$ cat config.mk
export PLATFORM = sky130hd
export DESIGN_NAME = sarc_readout
export DESIGN_NICKNAME = d
export VERILOG_FILES = /design/src/sarc_pkg.sv /design/src/sarc_readout.sv
export SDC_FILE = /design/constraint.sdc
export NUM_CORES = 1
export LEC_CHECK = 0
export BUFFER_PORTS_ARGS = -buffer_cell sky130_fd_sc_hd__buf_4
export CAP_MARGIN = 20
export CORE_UTILIZATION = 55
export DETAILED_ROUTE_END_ITERATION = 10
export GPL_ROUTABILITY_DRIVEN = 0
export GPL_TIMING_DRIVEN = 0
export PLACE_DENSITY_LB_ADDON = 0.25
export SLEW_MARGIN = 15
export SYNTH_ARGS = -nofsm -noshare
export SYNTH_HDL_FRONTEND = slang
export SYNTH_HIERARCHICAL = 1
export SYNTH_SLANG_ARGS = --single-unit
export TNS_END_PERCENT = 30
$ cat constraint.sdc
create_clock -name clk_sys -period 7.53 [get_ports clk_sys]
set_clock_uncertainty 0.1 [all_clocks]
set_input_delay 0 -clock clk_sys [delete_from_list [all_inputs] [get_ports clk_sys]]
set_output_delay 0 -clock clk_sys [all_outputs]
set_load 0.05 [all_outputs]
$ cat src/sarc_pkg.sv
package sarc_pkg;

  // ----------------------------------------------------------------
  // Data path sizes
  // ----------------------------------------------------------------
  localparam int RESULT_W   = 12;
  localparam int FIFO_DEPTH = 16;
  localparam logic [RESULT_W-1:0] RESULT_RST = 12'h000;

  // ----------------------------------------------------------------
  // Pin synchroniser slots
  // ----------------------------------------------------------------
  localparam int SYNC_PINS  = 4;
  localparam int PIN_STROBE = 0;
  localparam int PIN_SCK    = 1;
  localparam int PIN_LVDS   = 2;
  localparam int PIN_SUPPLY = 3;
  localparam logic [SYNC_PINS-1:0] PIN_RST = 4'h2; // Strobe idles low, serial clock parked high

  // ----------------------------------------------------------------
  // Strobe pulse counts for the power modes
  // ----------------------------------------------------------------
  localparam logic [2:0] PULSE_NAP   = 3'h2;
  localparam logic [2:0] PULSE_SLEEP = 3'h4;
  localparam logic [2:0] PULSE_WAKE  = 3'h5;

  // ----------------------------------------------------------------
  // Settling window after power-on or sleep exit
  // ----------------------------------------------------------------
  localparam int SETTLE_MS     = 10;
  localparam int CLK_MHZ       = 125;
  localparam int SETTLE_CYCLES = SETTLE_MS * 1000 * CLK_MHZ;

  // ----------------------------------------------------------------
  // Power states
  // ----------------------------------------------------------------
  typedef enum logic [1:0] {SARC_OPER, SARC_NAP, SARC_SLEEP} sarc_pwr_t;

endpackage

$ cat src/sarc_readout.sv
`timescale 1ns/1ps

// ------------------------------------------------------------------
// Result FIFO
// ------------------------------------------------------------------
module sarc_fifo #(
  parameter int WIDTH = 12,
  parameter int DEPTH = 16
) (
  input  wire logic             clk_sys,
  input  wire logic             rst,
  input  wire logic [WIDTH-1:0] inData,
  input  wire logic             inValid,
  output logic                  inReady,
  output logic [WIDTH-1:0]      outData,
  output logic                  outValid,
  input  wire logic             outReady
);
  localparam int AW = $clog2(DEPTH);

  logic [WIDTH-1:0] mem [DEPTH];
  logic [AW-1:0]    wrPtr;
  logic [AW-1:0]    rdPtr;
  logic [AW:0]      count;
  logic [AW:0]      next_count;
  logic             doWrite;
  logic             doRead;

  // Handshakes on both sides
  assign doWrite  = inValid && inReady;
  assign doRead   = outValid && outReady;
  assign outValid = (count != '0);
  assign outData  = mem[rdPtr];

  // Occupancy after this cycle
  always_comb begin
    next_count = count;
    if (doWrite && !doRead) begin
      next_count = count + 1'b1;
    end else if (doRead && !doWrite) begin
      next_count = count - 1'b1;
    end
  end

  // Pointers, occupancy and registered ready
  always_ff @(posedge clk_sys or posedge rst) begin
    if (rst) begin
      wrPtr   <= '0;
      rdPtr   <= '0;
      count   <= '0;
      inReady <= 1'b0;
    end else begin
      if (doWrite) wrPtr <= wrPtr + 1'b1;
      if (doRead)  rdPtr <= rdPtr + 1'b1;
      count   <= next_count;
      inReady <= (next_count < (AW+1)'(DEPTH));
    end
  end

  // Storage
  always_ff @(posedge clk_sys) begin
    if (doWrite) begin
      mem[wrPtr] <= inData;
    end
  end
endmodule

// Overview of operation
// - Strobe rise starts sampling; the following strobe fall starts conversion and readout, in operational mode only.
// - Readout advances only on the host's serial clock; no internal conversion clock.
// - Each serial clock falling edge puts the next result bit out, MSB first.
// - Power-up resets the block; supply below 2V resets modes, settling and readout but keeps the FIFO contents, then it reinitialises.
// - Two strobe pulses with the serial clock idle enter nap on the second rise.
// - Nap lasts until a serial clock rise, which restores full power, or more pulses.
// - From nap, two further strobe pulses with the clock idle enter sleep.
// - In CMOS signalling, one serial clock rise wakes the block from sleep.
// - The fifth strobe pulse from operational leaves sleep, in either signalling.
// - Serial clock activity blocks nap and sleep; idle strobes cycle the modes forever.
// - The interface-select pin picks CMOS or LVDS signalling.
// - CMOS uses only the positive data and clock pins; negatives sit at ground.
// - LVDS drives the data pair differentially and receives the clock pair differentially.
module sarc_readout
  import sarc_pkg::*;
#(
  parameter int SETTLE_LEN = SETTLE_CYCLES
) (
  input  wire logic                clk_sys,
  input  wire logic                rst,
  input  wire logic                conversion_strobe_n,
  input  wire logic                sckPos,
  input  wire logic                sckNeg,
  input  wire logic                lvdsSelect,
  input  wire logic                supplyLow,
  input  wire logic [RESULT_W-1:0] sampleData,
  input  wire logic                sampleValid,
  output logic                     sampleReady,
  output logic                     serial_out_pos,
  output logic                     serial_out_neg,
  output logic                     napActive,
  output logic                     sleepActive,
  output logic                     convReady
);
  localparam int SW = $clog2(SETTLE_LEN + 1);
  localparam int BW = $clog2(RESULT_W + 1);
  logic [SYNC_PINS-1:0] rawPin;
  logic [SYNC_PINS-1:0] syncA;
  logic [SYNC_PINS-1:0] syncB;
  logic [SYNC_PINS-1:0] syncC;
  logic [SYNC_PINS-1:0] pinLvl;
  logic [SYNC_PINS-1:0] pinLvlDly;
  logic                 strobeRise;
  logic                 strobeFall;
  logic                 sckRise;
  logic                 sckFall;
  logic                 lvdsMode;
  logic                 supplyDown;
  sarc_pwr_t            pwrState;
  logic [2:0]           pulseCnt;
  logic [RESULT_W-1:0]  heldResult;
  logic [RESULT_W-1:0]  shiftReg;
  logic [BW-1:0]        bitsLeft;
  logic [SW-1:0]        settleCnt;
  logic [RESULT_W-1:0]  fifoData;
  logic                 fifoValid;
  logic                 convStart;

  // ----------------------------------------------------------------
  // Pin conditioning
  // ----------------------------------------------------------------
  // Clock pin pair: differential receive in LVDS, positive pin only in CMOS
  assign rawPin[PIN_STROBE] = conversion_strobe_n;
  assign rawPin[PIN_SCK]    = lvdsSelect ? (sckPos & ~sckNeg) : sckPos;
  assign rawPin[PIN_LVDS]   = lvdsSelect;
  assign rawPin[PIN_SUPPLY] = supplyLow;

  // Three-stage synchronisers, level taken when stages two and three agree
  for (genvar i = 0; i < SYNC_PINS; i++) begin : g_sync
    always_ff @(posedge clk_sys or posedge rst) begin
      if (rst) begin
        syncA[i]     <= PIN_RST[i];
        syncB[i]     <= PIN_RST[i];
        syncC[i]     <= PIN_RST[i];
        pinLvl[i]    <= PIN_RST[i];
        pinLvlDly[i] <= PIN_RST[i];
      end else begin
        syncA[i] <= rawPin[i];
        syncB[i] <= syncA[i];
        syncC[i] <= syncB[i];
        if (syncB[i] == syncC[i]) pinLvl[i] <= syncC[i];
        pinLvlDly[i] <= pinLvl[i];
      end
    end
  end

  // Edge events on the filtered levels
  assign strobeRise = pinLvl[PIN_STROBE] && !pinLvlDly[PIN_STROBE];
  assign strobeFall = !pinLvl[PIN_STROBE] && pinLvlDly[PIN_STROBE];
  assign sckRise    = pinLvl[PIN_SCK] && !pinLvlDly[PIN_SCK];
  assign sckFall    = !pinLvl[PIN_SCK] && pinLvlDly[PIN_SCK];
  assign lvdsMode   = pinLvl[PIN_LVDS];
  assign supplyDown = pinLvl[PIN_SUPPLY];
  assign convStart  = strobeFall && (pwrState == SARC_OPER);

  // ----------------------------------------------------------------
  // Power modes
  // ----------------------------------------------------------------
  // Strobe pulses counted while the serial clock stays idle
  always_ff @(posedge clk_sys or posedge rst) begin
    if (rst) begin
      pwrState <= SARC_OPER;
      pulseCnt <= 3'h0;
    end else if (supplyDown) begin
      pwrState <= SARC_OPER;
      pulseCnt <= 3'h0;
    end else if (sckRise && (pwrState != SARC_SLEEP || !lvdsMode)) begin
      pwrState <= SARC_OPER;
      pulseCnt <= 3'h0;
    end else if (strobeRise && !(pwrState == SARC_SLEEP && sckRise)) begin
      unique case (pulseCnt + 3'h1)
        PULSE_NAP: begin
          pwrState <= SARC_NAP;
          pulseCnt <= PULSE_NAP;
        end
        PULSE_SLEEP: begin
          pwrState <= SARC_SLEEP;
          pulseCnt <= PULSE_SLEEP;
        end
        PULSE_WAKE: begin
          pwrState <= SARC_OPER;
          pulseCnt <= 3'h0;
        end
        default: begin
          pulseCnt <= pulseCnt + 3'h1;
        end
      endcase
    end
  end

  // Mode status pins
  always_ff @(posedge clk_sys or posedge rst) begin
    if (rst) begin
      napActive   <= 1'b0;
      sleepActive <= 1'b0;
    end else begin
      napActive   <= (pwrState == SARC_NAP);
      sleepActive <= (pwrState == SARC_SLEEP);
    end
  end

  // ----------------------------------------------------------------
  // Settling window
  // ----------------------------------------------------------------
  // Reloaded by power-on, supply dip and sleep exit
  always_ff @(posedge clk_sys or posedge rst) begin
    if (rst) begin
      settleCnt <= SW'(SETTLE_LEN);
      convReady <= 1'b0;
    end else begin
      if (supplyDown) begin
        settleCnt <= SW'(SETTLE_LEN);
      end else if (sleepActive && pwrState == SARC_OPER) begin
        settleCnt <= SW'(SETTLE_LEN);
      end else if (settleCnt != '0) begin
        settleCnt <= settleCnt - 1'b1;
      end
      convReady <= (settleCnt == '0) && !supplyDown;
    end
  end

  // ----------------------------------------------------------------
  // Result path
  // ----------------------------------------------------------------
  sarc_fifo #(
    .WIDTH (RESULT_W),
    .DEPTH (FIFO_DEPTH)
  ) u_fifo (
    .clk_sys  (clk_sys),
    .rst      (rst),
    .inData   (sampleData),
    .inValid  (sampleValid),
    .inReady  (sampleReady),
    .outData  (fifoData),
    .outValid (fifoValid),
    .outReady (convStart)
  );

  // Conversion latency of one: readout sends the previous result
  always_ff @(posedge clk_sys or posedge rst) begin
    if (rst) begin
      heldResult <= RESULT_RST;
    end else if (supplyDown) begin
      heldResult <= RESULT_RST;
    end else if (convStart) begin
      heldResult <= fifoValid ? fifoData : RESULT_RST;
    end
  end

  // Shifter, paced only by serial clock falls
  always_ff @(posedge clk_sys or posedge rst) begin
    if (rst) begin
      shiftReg       <= RESULT_RST;
      bitsLeft       <= '0;
      serial_out_pos <= 1'b0;
      serial_out_neg <= 1'b0;
    end else if (supplyDown) begin
      shiftReg       <= RESULT_RST;
      bitsLeft       <= '0;
      serial_out_pos <= 1'b0;
      serial_out_neg <= 1'b0;
    end else if (convStart) begin
      shiftReg <= heldResult;
      bitsLeft <= BW'(RESULT_W);
    end else if (sckFall && bitsLeft != '0) begin
      serial_out_pos <= shiftReg[RESULT_W-1];
      serial_out_neg <= lvdsMode && !shiftReg[RESULT_W-1];
      shiftReg       <= {shiftReg[RESULT_W-2:0], 1'b0};
      bitsLeft       <= bitsLeft - 1'b1;
    end else if (!lvdsMode) begin
      serial_out_neg <= 1'b0;
    end
  end
endmodule
==> flow_summary.json <==
{
  "syn_to_final_growth_pct": 14.8,
  "wl_met3_um": 1180,
  "timing.final.crit_share_pct": 43.1,
  "startpoint_type": "flop",
  "r2r_end": "u_fifo/count[3]",
  "routed.top_layer": "met4",
  "viasPerCell": 5.95,
  "yosysTopAreaCell": "edfxtp_1",
  "crit_type": "flop to flop",
  "worst_hold_path_type": "input port to async pin",
  "synth_warnings": 6,
  "worst_pin_slew_ns": 0.797,
  "core-area_um2": 21000,
  "synth.distinct_cells": 63,
  "yosysSeqAreaShare_pct": 68.3,
  "wl_met1_um": 10100,
  "ys_ff_latch": 283,
  "dp.final_hpwl_um": 15900,
  "synth_area_leaders": "edfxtp_1 (49%), dfrtp_1 (17%), mux2i_1 (5.1%)",
  "diodes": 0,
  "rsz0062_at_grt": "false",
  "cp.arrival_ns": 3.61,
  "ios": 26,
  "grt_max_degree": 65,
  "grt_pass1_vias": 7099,
  "clockRootBuffer": "clkbuf_16",
  "slew_headroom_pct": 46.8,
  "setup_viol": 0,
  "endpoint_kind": "flop",
  "final_net_count": 902,
  "synth_edf_count": 192,
  "cts_sinks": 283,
  "critical_path.startpoint": "pwrState[1]",
  "start_util_pct": 56.1,
  "path_clk_slew_ns": 0.06,
  "maxCapViolCount": 0,
  "fp.dieH_um": 148,
  "grt_pass1_wl_um": 38100,
  "first_pass_iters": 5,
  "p_leak_nw": 4.98,
  "crit_required_ns": 7.89,
  "powerDensity_nw_per_um2": 347,
  "rrSetupSlack_ns": 4.28,
  "rows": 53,
  "port_buffers": 25,
  "yosys_most_used_dff": "edfxtp_1",
  "drc": 0,
  "async_flop_share_pct": 32.2,
  "drtIter0Drc": 547,
  "vias": 6927,
  "cts_tree": "yes",
  "rr_worst_depth": 11,
  "hold_viol": 0,
  "total_power_mw": 4.69,
  "period_minus_slack_ns": 3.25,
  "route.detailed.wl_per_inst_um": 20.6,
  "antenna_found_initial": 0,
  "grt_usage_pct": 22.5,
  "wl_met2_um": 12000,
  "finalSetupTns_ns": 0,
  "cp_max_fo": 10,
  "insertion_delay_ns": 0.54,
  "cts_buffers": 30,
  "overflow": 0,
  "drive_above_1_share_pct": 15.1,
  "syn-cell-area_um2": 11800,
  "routed_wl_um": 23900,
  "synthCells": 788,
  "synth.avg_cell_area_um2": 15.0,
  "synthesis.nets": 824,
  "die_x_um": 148,
  "ir_worst_vdd_mv": 0.252,
  "fmax_mhz": 308,
  "r2r-start": "pwrState[1]",
  "cts_max_level": 1,
  "drv_slew": 0,
  "yosys.area.top_type_share_pct": 48.9,
  "ant_nets": 0,
  "fin_util_pct": 64.4,
  "postCtsResizedCells": 0,
  "cts_buffer_depth": 3,
  "outcome": "finished clean",
  "dieArea_um2": 22000
}
## cells by family (layout without fill, tap and decap cells)
group                      count (synthesis)  after routing  synth area share (%)
buffers and inverters                     61            163                  2.26
AOI/OAI and AO/OA                        133            133                  7.45
muxes                                     85             85                  9.80
and+or+nand+nor                          185            185                  8.55
DFF                                      283            283                  68.3
xor gates and xnor gates                  21             21                  1.56
adders and majority gates                 20             20                  2.04
## layer usage
| metal | vias to the layer above | global-route usage [%] |
|---|---|---|
| li1 | 3168 | - |
| met1 | 3516 | 30.3 |
| met2 | 197 | 37.9 |
| met3 | 46 | 2.91 |
| met4 | 0 | 7.94 |
| met5 | - | 0 |
## flip-flops by register name (all words and copies together) (netlist names), 2 cells and up, named ones only
signal        count
u_fifo/wrPtr      4
settleCnt        21
syncC             4
heldResult       12
u_fifo/count      4
shiftReg         12
pinLvlDly         2
pinLvl            2
u_fifo/mem      192
bitsLeft          4
pwrState          2
pulseCnt          3
u_fifo/rdPtr      4
syncB             4
syncA             4
## where the power goes
| part | switching [mW] | total [mW] | internal [mW] |
|---|---|---|---|
| Clock | 0.575 | 1.44 | 0.862 |
| Sequential | 0.111 | 1.97 | 1.86 |
| Combinational | 0.777 | 1.28 | 0.506 |
| Total | 1.46 | 4.69 | 3.23 |
## placed cells by master, fill, tap and decap left out, types with 3 or more instances in the layout
| cell | netlist | layout |
|---|---|---|
| a211oi_1 | 12 | 12 |
| a21oi_1 | 35 | 35 |
| a221oi_1 | 25 | 25 |
| a22oi_1 | 13 | 13 |
| a31oi_1 | 3 | 3 |
| and2_1 | 13 | 13 |
| and3_1 | 5 | 5 |
| buf_2 | 7 | 7 |
| buf_4 | 6 | 31 |
| bufinv_16 | 0 | 3 |
| clkbuf_1 | 22 | 27 |
| clkbuf_16 | 0 | 31 |
| clkinv_1 | 0 | 8 |
| clkinv_2 | 0 | 6 |
| dfrtp_1 | 78 | 78 |
| dfstp_2 | 13 | 13 |
| dlygate4sd3_1 | 0 | 20 |
| edfxtp_1 | 192 | 192 |
| ha_1 | 16 | 16 |
| inv_1 | 21 | 20 |
| maj3_1 | 4 | 4 |
| mux2i_1 | 60 | 60 |
| mux4_2 | 24 | 24 |
| nand2_1 | 46 | 46 |
| nand2b_1 | 3 | 3 |
| nand3_1 | 21 | 21 |
| nand4_1 | 5 | 5 |
| nor2_1 | 42 | 42 |
| nor2b_1 | 7 | 7 |
| nor3_1 | 5 | 5 |
| nor3b_1 | 7 | 7 |
| nor4_1 | 3 | 3 |
| nor4_4 | 3 | 3 |
| o21ai_0 | 25 | 25 |
| o21ai_1 | 3 | 3 |
| or3_1 | 9 | 9 |
| or4_1 | 3 | 3 |
| xnor2_1 | 10 | 10 |
| xor2_1 | 11 | 11 |
## Yosys cell counts, types with 2 or more instances
cell      instances
and3_1            5
a221oi_1         25
mux4_2           24
edfxtp_1        192
maj3_1            4
buf_1             2
nand4_1           5
buf_2             7
o21ai_1           3
dfstp_2          13
a21oi_1          35
a211o_1           2
or4_1             3
and2_1           13
nor3_1            5
o31ai_1           2
nor2b_1           7
nor4_4            3
dfrtp_1          78
o31a_1            2
inv_1            21
o21ai_0          25
clkbuf_1         22
nor3b_1           7
nand2_1          46
mux2i_1          60
o211ai_1          2
nand2b_1          3
o21a_1            2
xnor2_1          10
nand3_1          21
ha_1             16
buf_4             6
or3_1             9
nor4_1            3
o41ai_1           2
xor2_1           11
a31oi_1           3
a211oi_1         12
nor2_1           42
a22oi_1          13
## critical path, cell delays in order (launching register included)
cell and delay, ns:
dfrtp_1 0.42, or4b_1 0.56, clkbuf_1 0.18, inv_2 0.16, clkbuf_1 0.43, nand2_4 0.10, ha_1 0.20, clkbuf_1 0.20
nand2b_1 0.26, o41ai_1 0.28, a21oi_1 0.11, a31oi_1 0.14
## stage by stage
stage          worst slack (ns)  instance area, um2  hold WS, ns  instances
3_5_place_dp               4.36               12400       -0.159       1089
4_1_cts                    4.32               13500      0.00193       1165
5_1_grt                    4.10               13500       0.0122       1165
2_1_floorplan              4.80               11800       -0.211        788
3_3_place_gp               4.43               12300       0.0111       1088
6_report                   4.28               13500       0.0179       1165
## cell type report
| cell class | count | area, um2 |
|---|---|---|
| Timing Repair Buffer | 46 | 415 |
| Clock inverter | 19 | 170 |
| Sequential cell | 283 | 8060 |
| Fill cell | 1434 | 7490 |
| Clock buffer | 37 | 808 |
| Inverter | 23 | 91.3 |
| Tap cell | 275 | 344 |
| Multi-Input combinational cell | 444 | 3470 |
| Buffer | 38 | 178 |
## worst max-delay path by stage
stage | to | cells after the start
4_1_cts | u_fifo/count[3] | 11
2_1_floorplan | u_fifo/count[3] | 11
3_5_place_dp | u_fifo/count[3] | 11
5_1_grt | u_fifo/count[3] | 11
6_report | u_fifo/count[3] | 11
3_3_place_gp | u_fifo/count[3] | 11
## what timing repair did
action                                 CTS  global route
hold buffers                            20             0
endpoints found under the hold margin  291             0
buffers inserted                         0             0
setup endpoints to repair                0             0
(Power assumes the default switching activity.)
